`config.mk`:
```
export PLATFORM = sky130hd
export DESIGN_NAME = dlc_error_log
export DESIGN_NICKNAME = d
export VERILOG_FILES = /design/src/design/dlc_pkg.sv /design/src/design/dlc_error_log.sv
export VERILOG_INCLUDE_DIRS = /design/src /design/src/design
export SDC_FILE = /design/constraint.sdc
export NUM_CORES = 1
export LEC_CHECK = 0
export ABC_CLOCK_PERIOD_IN_PS = 6100
export BUFFER_PORTS_ARGS = -buffer_cell sky130_fd_sc_hd__buf_4
export CELL_PAD_IN_SITES_DETAIL_PLACEMENT = 1
export CELL_PAD_IN_SITES_GLOBAL_PLACEMENT = 2
export CORE_ASPECT_RATIO = 0.8
export CORE_UTILIZATION = 33
export CTS_BUF_LIST = sky130_fd_sc_hd__clkbuf_4 sky130_fd_sc_hd__clkbuf_8
export DETAILED_ROUTE_END_ITERATION = 8
export PLACE_DENSITY = 0.83
export SETUP_SLACK_MARGIN = 0.4
export SLEW_MARGIN = 20
export SYNTH_ARGS = -nofsm -noshare
export SYNTH_HDL_FRONTEND = slang
export SYNTH_SLANG_ARGS = --single-unit
```
`constraint.sdc`:
```
create_clock -name core_clk -period 6.1 [get_ports core_clk]
set_clock_uncertainty 0.05 [all_clocks]
set_input_delay 0 -clock core_clk [delete_from_list [all_inputs] [get_ports core_clk]]
set_output_delay 0 -clock core_clk [all_outputs]
set_load 0.01 [all_outputs]
```
`src/design/dlc_defs.svh`:
```
`ifndef DLC_DEFS_SVH
`define DLC_DEFS_SVH

// Register byte offsets
`define DLC_OFF_STATUS 12'h280
`define DLC_OFF_ADDR   12'h288
`define DLC_OFF_COUNT  12'h298
`define DLC_OFF_LOC    12'h2A0
`define DLC_OFF_ISTAT  12'h2B0
`define DLC_OFF_IMASK  12'h2B8
`define DLC_OFF_DBG    12'h2C0

// Widths
`define DLC_BUS_AW   12
`define DLC_BUS_DW   64
`define DLC_SYND_W   16
`define DLC_ADDR_W   36
`define DLC_LOC_W    36
`define DLC_NIB_W    6
`define DLC_CNT_W    16
`define DLC_STAT_W   7
`define DLC_IRQ_W    3

// Status register fields
`define DLC_STAT_HI  63
`define DLC_STAT_LO  57
`define DLC_SYND_HI  15
`define DLC_S_MEU    6
`define DLC_S_MEC    5
`define DLC_S_DAC    4
`define DLC_S_DAU    3
`define DLC_S_DSC    2
`define DLC_S_DSU    1
`define DLC_S_DBU    0
`define DLC_STAT_PAD 41'h0

// Error address field
`define DLC_ADDR_HI  39
`define DLC_ADDR_LO  4

// Counter register fields
`define DLC_CNT_ENB   17
`define DLC_CNT_VALID 16
`define DLC_CNT_HI    15
`define DLC_CNT_ONE   16'h0001
`define DLC_CNT_ZERO  16'h0000

// Location register
`define DLC_LOC_HI   35
`define DLC_LOC_ONE  36'h0_0000_0001

// Interrupt status / mask bits
`define DLC_I_CNT    0
`define DLC_I_UE     1
`define DLC_I_CE     2
`define DLC_IRQ_HI   2

// Debug control bits
`define DLC_DBG_EN   0
`define DLC_DBG_STOP 1

`endif

```
`src/design/dlc_pkg.sv`:
```
`include "dlc_defs.svh"

package dlc_pkg;

    typedef struct packed {
        logic                    wr;
        logic                    rd;
        logic [`DLC_BUS_AW-1:0]  addr;
        logic [`DLC_BUS_DW-1:0]  wdata;
    } dlc_bus_t;

    typedef struct packed {
        logic                    dac;
        logic                    dau;
        logic                    dsc;
        logic                    dsu;
        logic                    dbu;
        logic [`DLC_SYND_W-1:0]  synd;
        logic [`DLC_ADDR_W-1:0]  addr;
        logic [`DLC_NIB_W-1:0]   nibble;
    } dlc_err_t;

    typedef struct packed {
        logic [`DLC_STAT_W-1:0]  stat;
        logic [`DLC_SYND_W-1:0]  synd;
        logic [`DLC_ADDR_W-1:0]  errAddr;
        logic                    cntEnb;
        logic                    cntValid;
        logic [`DLC_CNT_W-1:0]   count;
        logic [`DLC_LOC_W-1:0]   location;
        logic [`DLC_IRQ_W-1:0]   intStat;
        logic [`DLC_IRQ_W-1:0]   intMask;
        logic                    dbgEn;
        logic                    clkStopSel;
        logic                    intMgmt;
        logic                    trigStop;
        logic                    trigPin;
        logic [`DLC_BUS_DW-1:0]  rdData;
    } dlc_state_t;

endpackage

```
`src/design/dlc_error_log.sv`:
```
`timescale 1ns/1ps
`include "dlc_defs.svh"

// Function
// - Scrub error physical address 39:4 is captured in the address register.
// - Address, counter and location logs survive reset; reserved bits read 0.
// - Error address update wins over a same-cycle software write.
// - While valid, each correctable 16-byte chunk decrements count by one.
// - Count reaching zero with enable and valid pulses management line.
// - Valid bit clears itself when count decrements to zero.
// - Enable bit 17, valid bit 16 and count are software read/write.
// - Uncorrectable errors never decrement, pulse management line or trigger.
// - Debug trigger: enable set, count loaded with 1; select stop or pin.
// - Each correctable error loads a one-hot bad-nibble location.
// - Bits 35:32 check nibbles, 31 data 127:124, down to 0 data 3:0.
// - Correctable access error sets the access-correctable flag.
// - Uncorrectable access error sets access-uncorrectable flag, logs syndrome.
// - Nonexistent address sets out-of-bounds flag, not an ECC flag.
// - DMA errors use the ordinary access flags.
// - Flags clear only by writing one; hardware never clears them.
// - Mixed same-cycle errors: mec plus the uncorrectable flag and syndrome.
module dlc_error_log (
    input  wire logic                   core_clk,
    input  wire logic                   sys_rst,
    input  wire dlc_pkg::dlc_bus_t      bus,
    output logic [`DLC_BUS_DW-1:0]      rdData,
    input  wire dlc_pkg::dlc_err_t      err,
    output logic                        intMgmtLine,
    output logic                        trigClockStop,
    output logic                        trigErrPin,
    output logic                        irq
);
    import dlc_pkg::*;

    dlc_state_t st;
    dlc_state_t next_st;
    logic       ueNew;
    logic       ceNew;
    logic       oldUe;
    logic       oldCe;
    logic       wrStatus;
    logic       wrAddr;
    logic       wrCount;

    // Access flags already cover DMA reads and partial writes
    assign ueNew    = err.dau | err.dsu | err.dbu;
    assign ceNew    = err.dac | err.dsc;
    assign oldUe    = st.stat[`DLC_S_DAU] | st.stat[`DLC_S_DSU]
                    | st.stat[`DLC_S_DBU];
    assign oldCe    = st.stat[`DLC_S_DAC] | st.stat[`DLC_S_DSC];
    assign wrStatus = bus.wr && bus.addr == `DLC_OFF_STATUS;
    assign wrAddr   = bus.wr && bus.addr == `DLC_OFF_ADDR;
    assign wrCount  = bus.wr && bus.addr == `DLC_OFF_COUNT;

    always_comb begin
        next_st          = st;
        next_st.intMgmt  = 1'b0;
        next_st.trigStop = 1'b0;
        next_st.trigPin  = 1'b0;
        next_st.rdData   = '0;

        // Software writes act first; error updates below override them
        if (bus.wr) begin
            case (bus.addr)
                `DLC_OFF_STATUS: begin
                    next_st.stat = st.stat
                        & ~bus.wdata[`DLC_STAT_HI:`DLC_STAT_LO];
                    next_st.synd = bus.wdata[`DLC_SYND_HI:0];
                end
                `DLC_OFF_ADDR: begin
                    next_st.errAddr =
                        bus.wdata[`DLC_ADDR_HI:`DLC_ADDR_LO];
                end
                `DLC_OFF_COUNT: begin
                    next_st.cntEnb   = bus.wdata[`DLC_CNT_ENB];
                    next_st.cntValid = bus.wdata[`DLC_CNT_VALID];
                    next_st.count    = bus.wdata[`DLC_CNT_HI:0];
                end
                `DLC_OFF_LOC: begin
                    next_st.location = bus.wdata[`DLC_LOC_HI:0];
                end
                `DLC_OFF_ISTAT: begin
                    next_st.intStat = st.intStat
                        & ~bus.wdata[`DLC_IRQ_HI:0];
                end
                `DLC_OFF_IMASK: begin
                    next_st.intMask = bus.wdata[`DLC_IRQ_HI:0];
                end
                `DLC_OFF_DBG: begin
                    next_st.dbgEn      = bus.wdata[`DLC_DBG_EN];
                    next_st.clkStopSel = bus.wdata[`DLC_DBG_STOP];
                end
                default: begin
                end
            endcase
        end

        // Flag setting looks at the pre-write state so a clear in the
        // same cycle cannot hide what was already logged
        if (ueNew) begin
            if (oldUe) begin
                next_st.stat[`DLC_S_MEU] = 1'b1;
            end else begin
                next_st.stat[`DLC_S_DAU] =
                    next_st.stat[`DLC_S_DAU] | err.dau;
                next_st.stat[`DLC_S_DSU] =
                    next_st.stat[`DLC_S_DSU] | err.dsu;
                next_st.stat[`DLC_S_DBU] =
                    next_st.stat[`DLC_S_DBU] | err.dbu;
                next_st.synd = err.synd;
                if (err.dsu) begin
                    next_st.errAddr = err.addr;
                end
            end
            if (ceNew) begin
                next_st.stat[`DLC_S_MEC] = 1'b1;
            end
        end else if (ceNew) begin
            if (oldUe || oldCe) begin
                next_st.stat[`DLC_S_MEC] = 1'b1;
            end else begin
                next_st.stat[`DLC_S_DAC] =
                    next_st.stat[`DLC_S_DAC] | err.dac;
                next_st.stat[`DLC_S_DSC] =
                    next_st.stat[`DLC_S_DSC] | err.dsc;
                next_st.synd = err.synd;
                if (err.dsc) begin
                    next_st.errAddr = err.addr;
                end
            end
        end

        // Index 35..32 are check nibbles, 31..0 data nibbles
        if (ceNew) begin
            next_st.location = `DLC_LOC_ONE << err.nibble;
        end

        // Only correctable chunks count; a same-cycle write is counted
        // on, so the chunk is never lost
        if (ceNew && next_st.cntValid
                && next_st.count != `DLC_CNT_ZERO) begin
            next_st.count = next_st.count - `DLC_CNT_ONE;
            if (next_st.count == `DLC_CNT_ZERO) begin
                next_st.cntValid = 1'b0;
                if (next_st.cntEnb) begin
                    next_st.intMgmt = 1'b1;
                    next_st.intStat[`DLC_I_CNT] = 1'b1;
                end
                if (next_st.dbgEn) begin
                    next_st.trigStop = next_st.clkStopSel;
                    next_st.trigPin  = ~next_st.clkStopSel;
                end
            end
        end

        if (ueNew) begin
            next_st.intStat[`DLC_I_UE] = 1'b1;
        end
        if (ceNew) begin
            next_st.intStat[`DLC_I_CE] = 1'b1;
        end

        // Reserved bits read as zero
        if (bus.rd) begin
            case (bus.addr)
                `DLC_OFF_STATUS: next_st.rdData =
                    {st.stat, `DLC_STAT_PAD, st.synd};
                `DLC_OFF_ADDR: next_st.rdData =
                    {24'h0, st.errAddr, 4'h0};
                `DLC_OFF_COUNT: next_st.rdData =
                    {46'h0, st.cntEnb, st.cntValid, st.count};
                `DLC_OFF_LOC: next_st.rdData = {28'h0, st.location};
                `DLC_OFF_ISTAT: next_st.rdData = {61'h0, st.intStat};
                `DLC_OFF_IMASK: next_st.rdData = {61'h0, st.intMask};
                `DLC_OFF_DBG: next_st.rdData =
                    {62'h0, st.clkStopSel, st.dbgEn};
                default: next_st.rdData = '0;
            endcase
        end
    end

    // Logs are left out of reset so software can inspect them after an
    // error-induced reset; they start undefined at power-up
    always_ff @(posedge core_clk) begin
        st <= next_st;
        if (sys_rst) begin
            st.intStat    <= '0;
            st.intMask    <= '0;
            st.dbgEn      <= 1'b0;
            st.clkStopSel <= 1'b0;
            st.intMgmt    <= 1'b0;
            st.trigStop   <= 1'b0;
            st.trigPin    <= 1'b0;
            st.rdData     <= '0;
        end
    end

    assign rdData        = st.rdData;
    assign intMgmtLine   = st.intMgmt;
    assign trigClockStop = st.trigStop;
    assign trigErrPin    = st.trigPin;
    assign irq           = |(st.intStat & st.intMask);
endmodule

```
Word-level counts from Yosys, hierarchy flattened

Index checks and enable logic that the tools add are counted.

Register bits: 188
Latch bits: 0
RAM bits: 0
ROM bits: 0
Input bits: 143
Logic and storage cells: 103
Memories: 0

Add/subtract/negate cells: 1
Multiply operators: 0
Div/mod/pow operators: 0
Order comparisons: 0
Eq/ne operators: 7
Shift-type cells: 1
Muxes and demuxes: 38
Bitwise logic cells: 21
Reduce and logical (&&, ||, !) cells: 18

Operators with widths:

| cell                                                                    | count |
|---|---|
| 64-bit one-hot mux with 7 select lines                                  | 1 |
| 36-bit 2-to-1 mux                                                       | 5 |
| 52-bit 2-to-1 mux                                                       | 3 |
| 121-bit 2-to-1 mux                                                      | 1 |
| 12-bit by 10-bit equality test with 1-bit output, second input constant | 7 |
| 54-bit 2-to-1 mux                                                       | 1 |
| 1-bit by 6-bit << shifter with 36-bit output, first input constant      | 1 |
| 23-bit 2-to-1 mux                                                       | 1 |
| 1-bit 2-to-1 mux                                                        | 19 |
| 18-bit 2-to-1 mux                                                       | 1 |
| 17-bit 2-to-1 mux                                                       | 1 |
| 16-bit zero test                                                        | 1 |
| 16-bit nonzero test                                                     | 1 |
| 16-bit by 1-bit subtractor with 16-bit output, second input constant    | 1 |
| 1-bit OR                                                                | 11 |
| 2-bit nonzero test                                                      | 5 |
| 2-bit AND reduction                                                     | 4 |
| 7-bit AND                                                               | 1 |
| 7-bit inverter                                                          | 1 |
| 3-bit AND                                                               | 2 |
| 2-bit 2-to-1 mux                                                        | 3 |
| 3-bit 2-to-1 mux                                                        | 2 |
| 3-bit OR reduction                                                      | 2 |
| 1-bit inverter                                                          | 5 |
| 5 further kinds                                                         | 6 |

Depth between registers and ports, before layout

Depth in word-level cells: 8
Gate-level depth with buffers: 16
Mapped depth without buffers: 11

Worst setup path before layout

No wires, ideal clock.

Kind: in2reg
Start: input port bus[72] (netlist bit)
End: register st[126] (netlist bit)
Setup time: 126 ps
Arrival time: 4248 ps
Required time: 5924 ps
Path slack: 1677 ps
Stages: 15
Path through: or4b_4 -> nor4_4 -> buf_6 -> buf_4 -> buf_2 -> mux2i_1 -> ha_1 -> inv_1 -> nor3_1 -> or4b_1 -> a221oi_2 -> or2_1 -> buf_2 -> nor4_1 -> xnor2_1

RTL lines:

| item                   | line                 | text |
|---|---|---|
| start: declaration     | dlc_error_log.sv:25  | `input wire dlc_pkg::dlc_bus_t bus,` |
| end signal: assignment | dlc_error_log.sv:185 | `st <= next_st;` |
| end: declaration       | dlc_error_log.sv:35  | `dlc_state_t st;` |

==> results.toml <==
[status]
outcome = "completed"

[floorplan]
start_util = 0.341
core-area_sq_um = 23800
num_rows = 50
chipWidth_microns = 177
die_y_microns = 142
ios = 211
die_area_sq_um = 25200

[final_layout]
seq_area_sq_um = 3780
fillers = 2687
final_cell_mix = "buf_4, dlygate4sd3_1, dfxtp_1"
diodes = 0
layout.nets = 1274
fin_util = 0.484
multi_input_area_sq_um = 3700
drive_above_1_share = 0.209
final_common_cell = "buf_4"
final_area_sq_um = 11500
area_delta_synth_final_pct = 41.8

[cts]
clockBufferDepth = 2
clk_pin_slew_ps = 120
ctsResizeCount = 0
cts_buffers = 17
clk-insertion-delay-late_ps = 470
htreeDepth = 4
cts.sinks = 171
clockRootBuffer = "clkbuf_8"
cts_tree = "done"

[critical_path]
max_stage_delay_ps = 670
endpoint_kind = "flip-flop"
path_class = "primary input to flip-flop"
worst_setup_path_start_kind = "primary input"
cp_top_family = "buffers and inverters"
critical_path_arrival_ps = 5510
worst-path-buf-inv = 6
cpMostUsedCell = "dlygate4sd3_1"
path_cells = "dlygate4sd3_1 > buf_4 > nand4b_1 > nor4_4 > buf_4 > mux2i_1 > ha_1 > inv_1 > nor3_1 > or4b_1 > a221oi_2 > nor4_1 > xnor2_1 > dlygate4sd3_1 > mux2i_1 > dlygate4sd3_1"
critPathSlowestCell = "a221oi_2"
crit_required_ps = 6480
cp_max_fo = 11

[global_route]
grt_antenna_before_repair = 0
grt-ovfl-total = 0
first_global_vias = 7925
grt_first_pass_wirelength_microns = 44400
track_usage = 0.231
grt_max_degree = 67

[logic_synthesis]
yosys.cell_types.count = 59
syn_area_per_cell_sq_um = 9.60
synth_cells = 845
ys_warn_count = 0
yosysSeqAreaShare = 0.466
synth_area_sq_um = 8110
async_flop_share = 0
synth_edf_count = 36
synth_flop_cell = "dfxtp_1"
synth-seq-cells = 171

[power]
p_leak_nw = 4.78
max-vdd-ir-drop_v = 0.000149
p_per_area_nw_per_um2 = 246
power_mw = 2.83

[timing]
fmax_mhz = 195
hold_viol_final = 0
setup_viol = 0
rsz0062_at_grt = "false"
worstMarginPinSlew_ps = 1100
period_share = 0.841
tns_ps = 0
slew_headroom = 0.264
finalMaxSlewViolations = 0
fin_crit_ps = 5130

[routing]
drtIter0Drc = 442
vias = 7603
wirelength_microns = 29000
routedWlPerCell_microns = 20.0
drc = 0
via_per_inst = 5.23
antenna_left = 0
dr.pass1.iters = 5

[placement]
numPortBuffers = 176
routabilityCongestion = 0.807
dp_hpwl_microns = 18100
placed_cell_area_sq_um = 9290

[job]
maxCapViolations = 0

[worst_hold_path]
hold_path.class = "primary input to flip-flop"
[Yosys cell counts, types with 2 or more instances]
| cell | instances | area, sq um |
|---|---|---|
| or4_1 | 7 | 52.6 |
| inv_1 | 9 | 33.8 |
| nand4_1 | 3 | 18.8 |
| or4b_4 | 2 | 27.5 |
| a21oi_1 | 59 | 295 |
| mux2_2 | 5 | 56.3 |
| buf_2 | 3 | 15.0 |
| a22o_1 | 22 | 193 |
| clkbuf_1 | 43 | 161 |
| a22oi_1 | 47 | 353 |
| and3b_1 | 2 | 17.5 |
| xnor2_1 | 19 | 166 |
| o31ai_1 | 2 | 15.0 |
| nor4_1 | 14 | 87.6 |
| nand4b_1 | 3 | 26.3 |
| o2111ai_1 | 2 | 17.5 |
| nand2_1 | 57 | 214 |
| xor2_1 | 4 | 35.0 |
| edfxtp_1 | 36 | 1080 |
| nor2_1 | 83 | 312 |
| a222oi_1 | 3 | 30.0 |
| dfxtp_1 | 135 | 2700 |
| buf_1 | 3 | 11.3 |
| nand3b_1 | 4 | 30.0 |
| nor3_1 | 25 | 125 |
| nand2b_1 | 4 | 25.0 |
| nor2b_1 | 5 | 31.3 |
| o21ai_0 | 40 | 200 |
| a32o_1 | 7 | 70.1 |
| ha_1 | 2 | 25.0 |
| nand3_1 | 5 | 25.0 |
| and3_1 | 16 | 100 |
| a221oi_1 | 2 | 17.5 |
| or4b_1 | 2 | 20.0 |
| mux2i_1 | 82 | 821 |
| buf_4 | 65 | 488 |
[metal layers]
layer	part of all wire	global-route usage
met5	0	0
met4	0.0098	0.0513
met3	0.047	0.0369
met1	0.48	0.317
met2	0.46	0.380
[power breakdown]
group | leakage [nW] | switching (mW) | internal [mW]
clock network | 0.200 | 0.513 | 0.314
registers | 1.50 | 0.0945 | 1.32
logic | 3.08 | 0.220 | 0.377
[cells by family (layout without fill, tap and decap cells)]
family,count (synthesis),after routing,synth area share
AOI/OAI and AO/OA,191,191,0.156
xor gates and xnor gates,23,23,0.0248
adders and majority gates,2,2,0.00308
buffers and inverters,125,406,0.0895
DFF,171,171,0.466
muxes,87,87,0.108
other,1,17,0.000462
and+or+nand+nor,245,245,0.152
[worst register-to-register path: cells and delay by family (launching register included)]
kind | cells | cell delay, ps
flops | 1 | 370
fa+ha+maj | 1 | 380
xor+xnor | 1 | 160
buf+inv | 3 | 1290
simple gates | 3 | 1170
mux | 2 | 420
compound gates | 1 | 670
[state kept, by name, summed over array words and instances, names as in the netlist]
| name | count |
|---|---|
| rdData | 47 |
| intMgmtLine | 1 |
| trigClockStop | 1 |
| st | 121 |
| trigErrPin | 1 |
[stage by stage]
| step | worst slack (ps) | hold slack, ps | instances |
|---|---|---|---|
| floorplan | 1680 | 58.6 | 861 |
| global placement | 1340 | 148 | 1242 |
| detailed placement | 1130 | 155 | 1242 |
| CTS | 762 | 5.32 | 1452 |
| global route | 633 | 41.2 | 1454 |
| finish | 969 | 56.0 | 1454 |
[final cells by class]
class                           count  share of cell area
Sequential cell                   171               0.329
Multi-Input combinational cell    565               0.321
Timing Repair Buffer              365               0.277
Tap cell                          312              0.0339
Clock buffer                       17              0.0203
Clock inverter                     15              0.0156
Inverter                            9             0.00294
[worst paths after layout]
path                 from  endpoint  slack, ps  cells after the start
hold / removal     err[2]   st[106]         60                      3
setup reg to reg  st[111]   st[119]       1570                     11
hold reg to reg   st[187]   st[187]        420                      2
setup / recovery  bus[68]   st[119]        970                     16
[timing repair]
| item | CTS | global route |
|---|---|---|
| buffers inserted | 0 | 2 |
| hold buffers | 178 | 0 |
| hold endpoints to repair | 124 | 0 |
| endpoints found under the setup margin | 0 | 1 |
Note: power is estimated with default switching activity, not from simulation.
